## config.mk

```make
export PLATFORM = sky130hd
export DESIGN_NAME = ec_group_ctrl
export DESIGN_NICKNAME = d
export VERILOG_FILES = /design/src/ec_group_pkg.sv /design/src/ec_group_ctrl.sv
export VERILOG_INCLUDE_DIRS = /design/src
export SDC_FILE = /design/constraint.sdc
export NUM_CORES = 1
export LEC_CHECK = 0
export ABC_AREA = 1
export BUFFER_PORTS_ARGS = -buffer_cell sky130_fd_sc_hd__buf_2
export CAP_MARGIN = 20
export CORE_MARGIN = 5
export CORE_UTILIZATION = 61
export CTS_BUF_LIST = sky130_fd_sc_hd__clkbuf_4
export CTS_CLUSTER_SIZE = 25
export DETAILED_ROUTE_END_ITERATION = 6
export GPL_TIMING_DRIVEN = 1
export PLACE_DENSITY = 0.87
export SYNTH_ARGS = -nofsm -noshare
export SYNTH_HDL_FRONTEND = slang
export SYNTH_SLANG_ARGS = --single-unit
```

## constraint.sdc

```tcl
create_clock -name clk -period 21.2 [get_ports clk]
set_input_delay 4.24 -clock clk [delete_from_list [all_inputs] [get_ports clk]]
set_output_delay 4.24 -clock clk [all_outputs]
set_load 0.01 [all_outputs]
```

## src/ec_group_regs.svh

```systemverilog
// register indices, field positions, reset values and timing counts of the
// echo canceller group control block; assumes 32-bit apb, byte address = 4 * index
`ifndef EC_GROUP_REGS_SVH
`define EC_GROUP_REGS_SVH

// ==========================================================================
// register indices (first canceller; second canceller adds `IDX_B_BASE)
`define IDX_CTRL1 5'h00
`define IDX_CTRL2 5'h01
`define IDX_STATUS 5'h02
`define IDX_GAINS 5'h1c
`define IDX_B_BASE 8'h20
`define IDX_CODING 8'h40

// ==========================================================================
// control register one fields
`define C1_EXT_TAIL 0
`define C1_ADAPT_DIS 1
`define C1_BYPASS 2
`define C1_BACK_TO_BACK 3
`define C1_RX_PAD_LEGACY 4
// control register two fields
`define C2_PHASE_DIS 0
`define C2_AUTO_BYPASS 1
`define C2_NB_DIS 2
`define C2_DC_DIS 3
`define C2_RX_MUTE 4
`define C2_TX_MUTE 5
`define C2_RING_EN 6
// status fields
`define ST_TONE 0
`define ST_EVENT 1
// gains: 3-bit pad codes, 0 = +9 db ... 7 = -12 db
`define G_RIN 0
`define G_ROUT 4
`define G_SIN 8
`define G_SOUT 12
`define PAD_MINUS_12 3'h7

// ==========================================================================
// reset values
`define CTRL1_RST 8'h00
`define CTRL2_RST 8'h00
`define GAINS_RST 16'h0000

// ==========================================================================
// quiet codes
`define QUIET_LINEAR 16'h0000
`define QUIET_SIGN_MAG 16'h0080
`define QUIET_MULAW 16'h00ff
`define QUIET_ALAW 16'h00d5

// ==========================================================================
// timing, in milliseconds and clock figures
`define CLK_NS 8
`define MS_NS 1000000
`define PHASE_TONE_MS 10'd1000
`define PLAIN_TONE_MS 10'd400
`define RELEASE_MS 9'd400

`endif

```

## src/ec_group_pkg.sv

```systemverilog
// types shared by the echo canceller group control block
// assumes nothing beyond a systemverilog tool
package ec_group_pkg;

    typedef enum logic [1:0] {
        cfg_normal = 2'b00,
        cfg_back_to_back = 2'b01,
        cfg_extended = 2'b10
    } cfg_e;

    typedef enum logic [1:0] {
        code_linear = 2'b00,
        code_sign_mag = 2'b01,
        code_mulaw = 2'b10,
        code_alaw = 2'b11
    } coding_e;

    typedef struct packed {
        logic tone_rin;
        logic tone_sin;
        logic rev_rin;
        logic rev_sin;
        logic quiet_rin;
        logic quiet_sin;
        logic nb_rin;
    } tone_in_s;

    typedef struct packed {
        logic [15:0] rin;
        logic [15:0] sin;
    } pcm_s;

    typedef struct packed {
        logic [15:0] rout;
        logic [15:0] sout;
        logic [15:0] rin_ref;
    } pcm_out_s;

    typedef struct packed {
        logic bypass;
        logic coef_clear;
        logic adapt_halt;
        logic ringing_suppress_enable;
        logic dc_removal_disable;
        logic [2:0] pad_rin;
        logic [2:0] pad_rout;
        logic [2:0] pad_sin;
        logic [2:0] pad_sout;
    } ec_ctrl_s;

    typedef struct packed {
        logic [1:0][7:0] ctrl1;
        logic [1:0][7:0] ctrl2;
        logic [1:0][15:0] gains;
        coding_e coding;
        logic [16:0] div;
        logic tick;
        logic [3:0][9:0] tone_ms;
        logic [3:0] rev_seen;
        logic [1:0] td;
        logic [1:0][8:0] quiet_ms;
        logic [1:0] pend;
        pcm_out_s [1:0] pcm;
        logic pcm_valid;
        logic [31:0] prdata;
        logic pslverr;
    } state_s;

endpackage : ec_group_pkg

```

## src/ec_group_ctrl.sv

```systemverilog
// control logic for one group of two echo cancellers: tone detection and
// release, bypass switching, detector enables, pads, configuration, muting.
// assumes an apb master, tone analysis front ends that flag 2100 hz tone,
// phase reversals and low level per input, narrow band tone on receive, and pcm
// samples presented one per channel with a valid strobe.
//
// Function
// - phase-reversal mode triggers after tone lasts one second with a reversal
// - plain mode triggers after 400 ms of tone, reversal or not
// - detectors on receive and send inputs set status and pull interrupt low
// - status holds until both inputs stay quiet for 400 ms
// - a detector release raises the interrupt like a detection
// - phase-check-disable one selects plain mode, zero selects reversal mode
// - auto bypass moves canceller to bypass on detection, back on release
// - ringing suppress enable turns on the instability detector
// - narrow band tones halt adaptation unless its disable bit is set
// - dc removal on both inputs, bypassed by its disable bit
// - four independent pads, +9 to -12 db in 3 db steps
// - legacy receive bit forces -12 db at receive input over gains
// - normal configuration runs two parallel 64 ms cancellers
// - back-to-back needs the select bit set in both cancellers
// - back-to-back uses first slot only, second slot carries quiet code
// - extended tail bit of the first canceller cascades to 128 ms
// - only first canceller holds extended bit; second slot carries quiet code
// - receive mute quiets filter input and receive output; send mute quiets send
// - quiet code follows the coding: 0000, 80, ff, d5 hex
// - in back-to-back the first canceller mute bits quiet the outputs
// - bypass passes data straight and clears coefficients; host holds a frame
`timescale 1ns/1ns
`include "ec_group_regs.svh"

module ec_group_ctrl #(
    parameter int CLKS_PER_MS = `MS_NS / `CLK_NS
) (
    input wire logic clk,
    input wire logic rst,
    input wire logic psel,
    input wire logic penable,
    input wire logic pwrite,
    input wire logic [11:0] paddr,
    input wire logic [31:0] pwdata,
    output logic [31:0] prdata,
    output logic pready,
    output logic pslverr,
    input wire ec_group_pkg::tone_in_s [1:0] tone_in,
    input wire ec_group_pkg::pcm_s [1:0] pcm_in,
    input wire logic pcm_in_valid,
    output ec_group_pkg::pcm_out_s [1:0] pcm_out,
    output logic pcm_out_valid,
    output ec_group_pkg::ec_ctrl_s [1:0] ec_ctrl,
    output ec_group_pkg::cfg_e group_cfg,
    output logic [1:0] tone_detected_flag,
    output logic irq_n
);
    import ec_group_pkg::*;

    state_s s_r;
    state_s s_nxt;

    // ======================================================================
    // address decode
    logic [7:0] idx;
    logic ch;
    logic [4:0] off;
    logic mapped;
    logic in_ch;
    logic setup;
    logic access;

    assign idx = paddr[9:2];
    assign ch = idx[5];
    assign off = idx[4:0];
    assign in_ch = (idx[7:6] == 2'h0) && (off == `IDX_CTRL1 || off == `IDX_CTRL2
        || off == `IDX_STATUS || off == `IDX_GAINS);
    assign mapped = in_ch || (idx == `IDX_CODING);
    assign setup = psel & ~penable;
    assign access = psel & penable;

    // ======================================================================
    // group configuration
    cfg_e cfg;
    logic [15:0] quiet;

    always_comb begin
        if (s_r.ctrl1[0][`C1_BACK_TO_BACK] && s_r.ctrl1[1][`C1_BACK_TO_BACK]) begin
            cfg = cfg_back_to_back;
        end else if (s_r.ctrl1[0][`C1_EXT_TAIL]) begin
            cfg = cfg_extended;
        end else begin
            cfg = cfg_normal;
        end
        case (s_r.coding)
            code_linear: quiet = `QUIET_LINEAR;
            code_sign_mag: quiet = `QUIET_SIGN_MAG;
            code_mulaw: quiet = `QUIET_MULAW;
            code_alaw: quiet = `QUIET_ALAW;
            default: quiet = `QUIET_LINEAR;
        endcase
    end

    // ======================================================================
    // per canceller control outputs
    logic [1:0] byp;

    always_comb begin
        for (int c = 0; c < 2; c++) begin
            // auto bypass follows the detected status both ways
            byp[c] = s_r.ctrl1[c][`C1_BYPASS]
                | (s_r.ctrl2[c][`C2_AUTO_BYPASS] & s_r.td[c]);
            ec_ctrl[c].bypass = byp[c];
            ec_ctrl[c].coef_clear = byp[c];
            ec_ctrl[c].adapt_halt = s_r.ctrl1[c][`C1_ADAPT_DIS]
                | (tone_in[c].nb_rin & ~s_r.ctrl2[c][`C2_NB_DIS]);
            ec_ctrl[c].ringing_suppress_enable = s_r.ctrl2[c][`C2_RING_EN];
            ec_ctrl[c].dc_removal_disable = s_r.ctrl2[c][`C2_DC_DIS];
            ec_ctrl[c].pad_rin = s_r.ctrl1[c][`C1_RX_PAD_LEGACY] ? `PAD_MINUS_12
                : s_r.gains[c][`G_RIN +: 3];
            ec_ctrl[c].pad_rout = s_r.gains[c][`G_ROUT +: 3];
            ec_ctrl[c].pad_sin = s_r.gains[c][`G_SIN +: 3];
            ec_ctrl[c].pad_sout = s_r.gains[c][`G_SOUT +: 3];
        end
    end

    // ======================================================================
    // next state
    logic [1:0] evt;
    logic [1:0] clr;
    logic [1:0] fire;
    logic present;
    logic rev;
    logic [9:0] need;
    logic [15:0] rin_m;

    always_comb begin
        s_nxt = s_r;
        evt = 2'h0;
        clr = 2'h0;
        fire = 2'h0;
        present = 1'b0;
        rev = 1'b0;
        need = `PLAIN_TONE_MS;
        rin_m = 16'h0000;

        // millisecond enable
        s_nxt.tick = 1'b0;
        if (s_r.div == 17'(CLKS_PER_MS - 1)) begin
            s_nxt.div = 17'h0;
            s_nxt.tick = 1'b1;
        end else begin
            s_nxt.div = s_r.div + 17'h1;
        end

        // tone detectors: index 2*c is receive input, 2*c+1 send input
        for (int c = 0; c < 2; c++) begin
            need = s_r.ctrl2[c][`C2_PHASE_DIS] ? `PLAIN_TONE_MS
                : `PHASE_TONE_MS;
            for (int k = 0; k < 2; k++) begin
                present = (k == 0) ? tone_in[c].tone_rin : tone_in[c].tone_sin;
                rev = (k == 0) ? tone_in[c].rev_rin : tone_in[c].rev_sin;
                if (s_r.td[c] || !present) begin
                    // any gap in the tone restarts the duration count
                    s_nxt.tone_ms[c * 2 + k] = 10'h0;
                    s_nxt.rev_seen[c * 2 + k] = 1'b0;
                end else begin
                    if (rev) begin
                        s_nxt.rev_seen[c * 2 + k] = 1'b1;
                    end
                    if (s_r.tick && s_r.tone_ms[c * 2 + k] < need) begin
                        s_nxt.tone_ms[c * 2 + k] = s_r.tone_ms[c * 2 + k] + 10'h1;
                    end
                    if (s_r.tone_ms[c * 2 + k] >= need
                        && (s_r.ctrl2[c][`C2_PHASE_DIS] || s_r.rev_seen[c * 2 + k]))
                    begin
                        fire[c] = 1'b1;
                    end
                end
            end
            if (!s_r.td[c]) begin
                s_nxt.quiet_ms[c] = 9'h0;
                if (fire[c]) begin
                    s_nxt.td[c] = 1'b1;
                    evt[c] = 1'b1;
                end
            end else if (tone_in[c].quiet_rin && tone_in[c].quiet_sin) begin
                if (s_r.quiet_ms[c] == `RELEASE_MS) begin
                    s_nxt.td[c] = 1'b0;
                    s_nxt.quiet_ms[c] = 9'h0;
                    evt[c] = 1'b1;
                end else if (s_r.tick) begin
                    s_nxt.quiet_ms[c] = s_r.quiet_ms[c] + 9'h1;
                end
            end else begin
                s_nxt.quiet_ms[c] = 9'h0;
            end
        end

        // apb: read data and error captured in setup, access lasts one cycle
        if (setup) begin
            s_nxt.prdata = 32'h0;
            s_nxt.pslverr = ~mapped;
            if (idx == `IDX_CODING) begin
                s_nxt.prdata = {30'h0, s_r.coding};
            end else if (in_ch) begin
                case (off)
                    `IDX_CTRL1: s_nxt.prdata = {24'h0, s_r.ctrl1[ch]};
                    `IDX_CTRL2: s_nxt.prdata = {24'h0, s_r.ctrl2[ch]};
                    `IDX_STATUS: s_nxt.prdata = {30'h0, s_r.pend[ch], s_r.td[ch]};
                    `IDX_GAINS: s_nxt.prdata = {16'h0, s_r.gains[ch]};
                    default: s_nxt.prdata = 32'h0;
                endcase
            end
        end
        if (access && mapped) begin
            if (pwrite) begin
                if (idx == `IDX_CODING) begin
                    s_nxt.coding = coding_e'(pwdata[1:0]);
                end else if (off == `IDX_CTRL1) begin
                    s_nxt.ctrl1[ch] = pwdata[7:0];
                end else if (off == `IDX_CTRL2) begin
                    s_nxt.ctrl2[ch] = pwdata[7:0];
                end else if (off == `IDX_GAINS) begin
                    s_nxt.gains[ch] = pwdata[15:0];
                end
            end else if (in_ch && off == `IDX_STATUS) begin
                clr[ch] = 1'b1;
            end
        end
        // an event in the clearing cycle survives
        s_nxt.pend = (s_r.pend & ~clr) | evt;

        // pcm path
        s_nxt.pcm_valid = pcm_in_valid;
        if (pcm_in_valid) begin
            for (int c = 0; c < 2; c++) begin
                rin_m = s_r.ctrl2[c][`C2_RX_MUTE] ? quiet : pcm_in[c].rin;
                s_nxt.pcm[c].rin_ref = rin_m;
                // mute outranks bypass; bypass itself passes samples untouched
                s_nxt.pcm[c].rout = rin_m;
                s_nxt.pcm[c].sout = s_r.ctrl2[c][`C2_TX_MUTE] ? quiet
                    : pcm_in[c].sin;
                if (c == 1 && cfg != cfg_normal) begin
                    // second slot idles on the quiet code whatever its mute bits
                    s_nxt.pcm[c].rout = quiet;
                    s_nxt.pcm[c].sout = quiet;
                    s_nxt.pcm[c].rin_ref = quiet;
                end
            end
        end
    end

    // ======================================================================
    // state register
    always_ff @(posedge clk or posedge rst) begin
        if (rst) begin
            s_r <= '0;
            s_r.ctrl1 <= {`CTRL1_RST, `CTRL1_RST};
            s_r.ctrl2 <= {`CTRL2_RST, `CTRL2_RST};
            s_r.gains <= {`GAINS_RST, `GAINS_RST};
            s_r.coding <= code_linear;
        end else begin
            s_r <= s_nxt;
        end
    end

    // ======================================================================
    // outputs
    assign prdata = s_r.prdata;
    assign pready = access;
    assign pslverr = access & s_r.pslverr;
    assign pcm_out = s_r.pcm;
    assign pcm_out_valid = s_r.pcm_valid;
    assign group_cfg = cfg;
    assign tone_detected_flag = s_r.td;
    assign irq_n = ~|s_r.pend;

endmodule : ec_group_ctrl

```

# --- After elaboration in Yosys (flattened, before gate mapping) ---
# Cells that the tools add are included.
word_totals:
  mem_bits_ro: 0
  mem_bits_rw: 0
  elab_cells: 213
  latchBits: 0
  in_bits: 128
  mem_count: 0
  reg_bits: 264
  output_inout_bits: 170
op_classes:
  n_eq_ne: 12
  mul: 0
  reduce_logical: 49
  n_addsub: 7
  bitwise: 21
  n_mux: 85
  order_cmp: 10
  n_div: 0
  shifts: 0
op_table:
  columns: ["op", "n"]
  rows:
  - ["16-bit 2-to-1 mux", 9]
  - ["16-bit case mux with 4 select lines", 2]
  - ["10-bit 2-to-1 mux", 10]
  - ["9-bit 2-to-1 mux", 8]
  - ["48-bit 2-to-1 mux", 1]
  - ["10-bit by 1-bit adder with 10-bit output, second input constant", 4]
  - ["10-bit >= comparator", 4]
  - ["10-bit < comparator", 4]
  - ["8-bit 2-to-1 mux", 5]
  - ["1-bit 2-to-1 mux", 36]
  - ["16-bit bitwise mux", 2]
  - ["32-bit bitwise mux", 1]
  - ["9-bit by 1-bit adder with 9-bit output, second input constant", 2]
  - ["9-bit equality test, second input constant", 2]
  - ["2-bit nonzero test", 9]
  - ["17-bit by 1-bit adder with 17-bit output, second input constant", 1]
  - ["17-bit equality test, second input constant", 1]
  - ["17-bit 2-to-1 mux", 1]
  - ["16-bit demux with 1-bit select", 1]
  - ["1-bit logical AND", 15]
  - ["1-bit logical OR", 12]
  - ["2-bit 2-to-1 mux", 5]
  - ["8-bit demux with 1-bit select", 1]
  - ["8-bit by 7-bit equality test with 1-bit output, second input constant", 1]
  - ["other kinds (24)", 47]

# --- Logic depth before layout (Yosys ltp) ---
# Gate-level depths: netlist of the first run.
depth:
  depth_word: 12
  mapped_depth: 10
  mapped_depth_nobuf: 10

# --- Worst setup path after synthesis of the first run ---
# OpenSTA, ideal clock, no wires.
synth_timing:
  path_kind: "in2out"
  start: "in tone_in[0] in the netlist's numbering"
  end: "out ec_ctrl[14] in the netlist's numbering"
  cell_stages: 2
  arrival_time_ns: 4.531
  path_slack_ns: 12.429
  path_buffers: 0
  required_ns: 16.960
  cell_sequence: "inv_1 o21ai_0"
synth_lines:
  columns: ["item", "line", "source"]
  rows:
  - ["start: declaration", "ec_group_ctrl.sv:45", "input wire ec_group_pkg::tone_in_s [1:0] tone_in,"]
  - ["end: declaration", "ec_group_ctrl.sv:50", "output ec_group_pkg::ec_ctrl_s [1:0] ec_ctrl,"]

# --- Final worst setup path of the first run ---
layout_timing:
  start: "in psel"
  end: "out pready"
layout_via:
  elab_chain_len: 1
layout_rtl:
  columns: ["item", "line", "source"]
  rows:
  - ["start: declaration", "ec_group_ctrl.sv:37", "input wire logic psel,"]
  - ["1-bit bitwise AND", "ec_group_ctrl.sv:77", "assign access = psel & penable;"]
  - ["end: declaration", "ec_group_ctrl.sv:43", "output logic pready,"]
# No other way between the ends.

==> results of run 1 <==
## flip-flops by register name (all words and copies together) (netlist names)
| signal | count |
|---|---|
| s_r | 127 |
| pcm_out | 64 |
| ec_ctrl | 22 |
| prdata | 16 |
| tone_detected_flag | 2 |
| pcm_out_valid | 1 |
## cell families (layout without fill, tap and decap cells)
logic type,after synthesis,after routing,synth area share [%]
other,1,18,0.0290
AND/OR/NAND/NOR,747,747,25.1
flip-flops,232,232,44.8
buffers and inverters,341,512,14.8
adder cells (fa/ha/maj),33,33,3.19
XOR/XNOR,36,36,2.44
AO/OA/AOI/OAI,214,214,9.57
## layer usage
metal	vias to the layer above	part of all wire, %
met3	87	8.3
met4	0	4.0
li1	5385	-
met1	5308	38
met2	550	50
met5	-	0
## critical path, stage by stage
cell     delay, ps
buf_2          100
nand2_1        190
inv_1           60
buf_2          140
## cell type report
| type | instances | share of cell area (%) |
|---|---|---|
| antenna | 2 | 0.0357 |
| timing repair buffer | 267 | 9.65 |
| multi-input combinational | 1046 | 37.6 |
| clock inverter | 15 | 0.446 |
| inverter | 146 | 3.96 |
| tap | 275 | 2.45 |
| sequential | 232 | 41.4 |
| clock buffer | 84 | 4.49 |
## per-stage QoR
| stage | cell area (µm²) | cells |
|---|---|---|
| after floorplan | 13000 | 1619 |
| after detailed placement | 13300 | 1966 |
| after CTS | 14000 | 2065 |
| after global routing | 14000 | 2067 |
| after global placement | 13300 | 1965 |
| final | 14000 | 2067 |
## how the worst min path moves through the flow
stage / end / depth (start not counted)
floorplan: s_r[197] / 1
global placement: s_r[197] / 1
detailed placement: s_r[197] / 1
CTS: s_r[197] / 1
global route: s_r[249] / 2
finish: s_r[197] / 1
## placed cells by master (no fill, tap or decap), types with 3 or more instances in the layout
master      n
a221o_1     8
nand3_1    88
a22o_1     20
nor4_1      8
o21ai_2     4
o21ai_0   130
nor3_1     24
o211ai_1    6
a21oi_1    31
xor2_1     29
buf_2     261
o22ai_1     7
inv_2       3
buf_4       5
xnor2_1     7
nand2_1   427
clkbuf_4   84
conb_1     16
nor2_4      6
nand4_1    45
dfrtp_1   232
clkinv_1   13
nor2_1    128
nor2_2      3
ha_1       33
inv_1     141
or2_2       7
## cells in the mapped netlist (all sizes together) (2+ instances only)
master  count  area, µm²
nor4        8       50.1
nand2     428       1610
clkinv      2       7.51
o211ai      6       45.0
dfrtp     232       5810
a221o       8       80.1
buf       171       1280
or2         7       43.8
a21oi      31        155
nand3      89        450
ha         33        413
o21ai     136        696
nor3       26        146
nor2      138        587
o21bai      2       15.0
nand4      49        349
clkbuf     24       91.3
o22ai       7       43.8
xnor2       7       61.3
a22o       20        175
inv       144        541
o31ai       2       15.0
xor2       29        254
## report_power, final
part	switching, W	internal, W	total, W
logic	0.0000461	0.0000233	0.0000694
registers	0.00000522	0.000451	0.000456
clock network	0.000176	0.000180	0.000356
total	0.000227	0.000655	0.000882
==> results by group, run 1 <==
Run status
  – Outcome: completed

Global route
  – GR Util met2: around 46%
  – Pin count of the biggest net entering global routing: 98
  – Number of global-route vias before repair: 10,801
  – Overflow after GRT: 0
  – Met1 Use GR: around a third
  – First-pass GRT wire length: 53,600 µm
  – Initial antenna violation count: 2
  – Met3 Track Usage GR: 4.66%
  – Total GRT Usage: 26.8%
  – GRT Max-Usage Layer: met2

Timing
  – Fin. Hold Viols: 0
  – Final Hold Slack: ~460 ps
  – Final setup violation count: 0
  – PnR worst setup slack: between 10,000 and 15,000 ps
  – Final Cycle Share: 42.4%
  – Worst-Margin Slew: 1040 ps
  – RSZ-0062 raised after global routing: false
  – Slew Viols, Final: 0
  – Achievable frequency: 0.111 GHz
  – Clk_skew: 43.4 ps
  – Final TNS setup: 0 ps
  – Final min period: 8980 ps
  – Max-slew headroom: 30.4%

Final layout
  – Fin util: between 60% and 70%
  – Layout filler cell count: ~1,700
  – Synthesis-to-layout area growth: 8.43%
  – Final nets: 1,913
  – Share of layout cells above drive strength 1: 21.6%
  – Multi-input gate area: 5280 µm²
  – Area taken by flip-flops and latches: 5810 µm²

Clock network
  – CTS tree: yes
  – Clock Sinks: 232
  – Bufs on Longest Clock Path: 3
  – Num CTS Buffers: 59
  – Setup repair bufs after CTS: 0
  – CTS clk-pin slew, worst paths: 60 ps
  – Htree depth: 2
  – Clock latency on the worst-skew pair: 690 ps
  – Hold_buf cts: 0
  – Post-CTS Resized: 0
  – Root buffer cell: clkbuf_4

Critical path
  – Worst R2R Setup Slack: 18,930 ps
  – Setup crit start: psel
  – Crit path DAT: 4740 ps
  – Critical path class: in2out
  – Startpoint Class: input port
  – Reg-to-Reg End: s_r[167]
  – Setup crit end kind: output port
  – WP data required: roughly 17,000 ps
  – R2R Path Start: s_r[248]
  – Cell depth of the worst flop-to-flop path: 9
  – Critical path fanouts, max: 4
  – Critical Path End: pready

Floorplan
  – Die Ht: 156 µm
  – Site row count: 53
  – Die area: about 24,000 µm²
  – Initial core utilization: 61.8%
  – Die width: 156 µm
  – Core area: 21,000 µm²
  – I/O pin count: 298

Hold path
  – Critical hold path startpoint: s_r[197]
  – Worst Hold Class: reg2reg

Logic synthesis
  – Post-synthesis cell type count: 44
  – Fraction of registers with async set/reset: 100%
  – Mapped cell area: 12,900 µm²
  – Post-synth EDFFs: 0
  – FF+latch count, synth: 232
  – Sequential fraction of the synthesis area: 44.8%
  – Post-synthesis cell count: 1,604
  – Main synth FF type: dfrtp_1
  – Yosys warns: 0
  – Mapped Avg Cell Area: 8.07 µm²

Route
  – DRC: 0
  – Total Routed Length: about 33,000 µm
  – WL per Instance: 16.0 µm
  – DR vias/cell: 5.48
  – Post-route ant nets: 0
  – Iter 0 DRT Violations: about 1,200
  – TritonRoute pass-1 iters: 7
  – Vias: 11,330

Placed design
  – Placer congestion estimate: between 0.9 and 1
  – Hpwl dp: around 24,000 µm
  – # port buffers: about 260
  – Place WS: about 12,000 ps

Flow run
  – MaxCap Viol Count: 0

Power and ir drop
  – Total Power: 0.000882 W
  – Max IR drop VDD: 42.1 µV
  – Cell Pwr Density: about 63 nW/µm²
  – Leakage power: 7.51 nW
No activity file was read; power rests on OpenSTA's default activity.
==> inputs of run 2 (changes only) <==
--- a/config.mk
+++ b/config.mk
@@ -6,16 +6,16 @@
 export SDC_FILE = /design/constraint.sdc
 export NUM_CORES = 1
 export LEC_CHECK = 0
-export ABC_AREA = 1
+export ABC_AREA = 0
 export BUFFER_PORTS_ARGS = -buffer_cell sky130_fd_sc_hd__buf_2
 export CAP_MARGIN = 20
 export CORE_MARGIN = 5
-export CORE_UTILIZATION = 61
+export CORE_UTILIZATION = 51
 export CTS_BUF_LIST = sky130_fd_sc_hd__clkbuf_4
 export CTS_CLUSTER_SIZE = 25
 export DETAILED_ROUTE_END_ITERATION = 6
 export GPL_TIMING_DRIVEN = 1
-export PLACE_DENSITY = 0.87
+export PLACE_DENSITY = 0.78
 export SYNTH_ARGS = -nofsm -noshare
 export SYNTH_HDL_FRONTEND = slang
 export SYNTH_SLANG_ARGS = --single-unit
==> constraint.sdc (replaced) <==
create_clock -name clk -period 7.9 [get_ports clk]
set_input_delay 1.58 -clock clk [delete_from_list [all_inputs] [get_ports clk]]
set_output_delay 1.58 -clock clk [all_outputs]
set_load 0.01 [all_outputs]
==> results by group, run 2 <==
Logic synthesis
  – Main synth FF type: dfrtp_1
  – Fraction of registers with async set/reset: 100%
  – Sequential fraction of the synthesis area: around 47%
  – Post-synthesis cell type count: 58
  – Top cell type by total area after synthesis: dfrtp_1
  – Mapped cell area: 12,400 µm²
  – FF+latch count, synth: 232
  – Top post-synthesis cells by area: dfrtp_1, buf_4, mux2_2, xnor2_1, nor2_1
  – Post-synthesis cell count: 1,211
  – Mapped Avg Cell Area: about 10 µm²
  – Most frequent cells after synthesis: dfrtp_1, buf_4, nor2_1
  – Area share of the leading cell type in the synthesized netlist: 46.9%
  – Most frequent cell after synthesis: dfrtp_1
  – Yosys warns: 0
  – Post-synth EDFFs: 0

Placed design
  – Placer congestion estimate: 0.900
  – Placed Instances: 1,621
  – # port buffers: 261
  – Hpwl dp: 21,000 µm
  – Place WS: a little under 4000 ps

Floorplan
  – Die Ht: 166 µm
  – Die area: about 27,000 µm²
  – Site row count: 57
  – I/O pin count: about 300
  – Core area: approximately 24,000 µm²
  – Die width: 166 µm
  – Initial core utilization: 51.4%

Critical path
  – WP data required: 6320 ps
  – Cell depth of the worst flop-to-flop path: 6
  – Startpoint Class: input port
  – Critical path class: in2out
  – Critical path fanouts, max: 5
  – Setup crit end kind: output port
  – Crit path DAT: 2120 ps

Timing
  – Final min period: 3700 ps
  – RSZ-0062 raised after global routing: false
  – Worst-Margin Slew: 976 ps
  – Final Hold Slack: between 400 and 500 ps
  – Final TNS setup: 0 ps
  – Final Cycle Share: 46.8%
  – Slew Viols, Final: 0
  – Fin. Hold Viols: 0
  – Clk_skew: just under 60 ps
  – Achievable frequency: between 0.2 and 0.3 GHz
  – Final setup violation count: 0
  – Max-slew headroom: 34.9%
  – PnR worst setup slack: approximately 4200 ps

Clock network
  – CTS clk-pin slew, worst paths: 60 ps
  – Htree depth: 2
  – Hold_buf cts: 0
  – CTS tree: yes
  – Bufs on Longest Clock Path: 3
  – Clock Sinks: ~230
  – Root buffer cell: clkbuf_4
  – Setup repair bufs after CTS: 0
  – Clock latency on the worst-skew pair: between 700 and 800 ps
  – Num CTS Buffers: 60
  – Post-CTS Resized: 0

Route
  – TritonRoute pass-1 iters: 7
  – Vias: 9,150
  – DR vias/cell: 5.32
  – Total Routed Length: 29,300 µm
  – Iter 0 DRT Violations: 842
  – DRC: 49
  – WL per Instance: about 17 µm
  – Post-route ant nets: 0

Final layout
  – Commonest cells after routing, fill and taps aside: buf_2, dfrtp_1, nor2_1
  – Most common cell after layout, fill and taps aside: buf_2
  – Synthesis-to-layout area growth: 9.73%
  – Max FFs per register: 127
  – Share of layout cells above drive strength 1: 32.6%
  – Largest register by flop count: s_r
  – Final nets: between 1,500 and 2,000
  – Non-Filler Instances: roughly 1,700

Global route
  – Total GRT Usage: 20.7%
  – Initial antenna violation count: 3
  – First-pass GRT wire length: 47,600 µm
  – Number of global-route vias before repair: 9,326
  – Overflow after GRT: 0
  – Pin count of the biggest net entering global routing: 176

Run status
  – Outcome: finished with violations
  – Failing checks: DRC

Power and ir drop
  – Cell Pwr Density: 180 nW/µm²
  – Max IR drop VDD: 93.7 µV
  – Leakage power: 6.63 nW

Hold path
  – Worst Hold Class: reg2reg
  – Hold path cells: 2

Flow run
  – MaxCap Viol Count: 0
==> run 2: layer usage <==
metal	share of wire, %	track usage, %	vias up
li1	-	-	4327
met1	40	25.1	4390
met2	49	35.2	357
met3	7.0	5.55	72
met4	3.4	8.25	4
met5	0.082	0	-
==> run 2: per-stage QoR <==
step / power, W / util [%] / area (µm²)
global route: 0.00258 / 56.4 / 13600
finish: 0.00245 / 56.4 / 13600
floorplan: 0.00146 / - / 12400
CTS: 0.00249 / 56.4 / 13600
detailed placement: 0.00150 / 53.4 / 12900
global placement: 0.00149 / 53.4 / 12900
==> run 2: cell families after synthesis <==
group / count (synthesis) / share of synthesized area [%]
muxes: 104 / 9.45
DFF: 232 / 46.9
buffers and inverters: 256 / 12.6
other: 1 / 0.0303
and+or+nand+nor: 362 / 15.3
xor gates and xnor gates: 64 / 4.53
AOI/OAI and AO/OA: 159 / 7.85
adders and majority gates: 33 / 3.33
==> run 2: layout make-up <==
type,instances,area [µm²]
Fill cell,2096,10500
Sequential cell,232,5810
Multi-Input combinational cell,738,5070
Timing Repair Buffer,268,1370
Clock buffer,88,661
Tap cell,324,405
Inverter,59,225
Clock inverter,10,48.8
Antenna cell,1,2.50
==> run 2: power by group <==
group          total [W]  switching, W  internal, W
clock network   0.000976      0.000472     0.000504
registers        0.00125     0.0000273      0.00123
logic           0.000224      0.000138    0.0000865
==> run 2: critical path: stages <==
cell    delay, ps
buf_2         150
and2_1        230
buf_2         160
==> run 2: path summary, 6_finish.rpt <==
kind	startpoint	end	slack (ps)
max	psel	pready	4200
min	prdata[12]	prdata[12]	480
max reg2reg	s_r[248]	s_r[164]	5480
min reg2reg	prdata[12]	prdata[12]	480
max in group asynchronous	rst	s_r[193]	5380
min in group asynchronous	rst	pcm_out_valid	1130
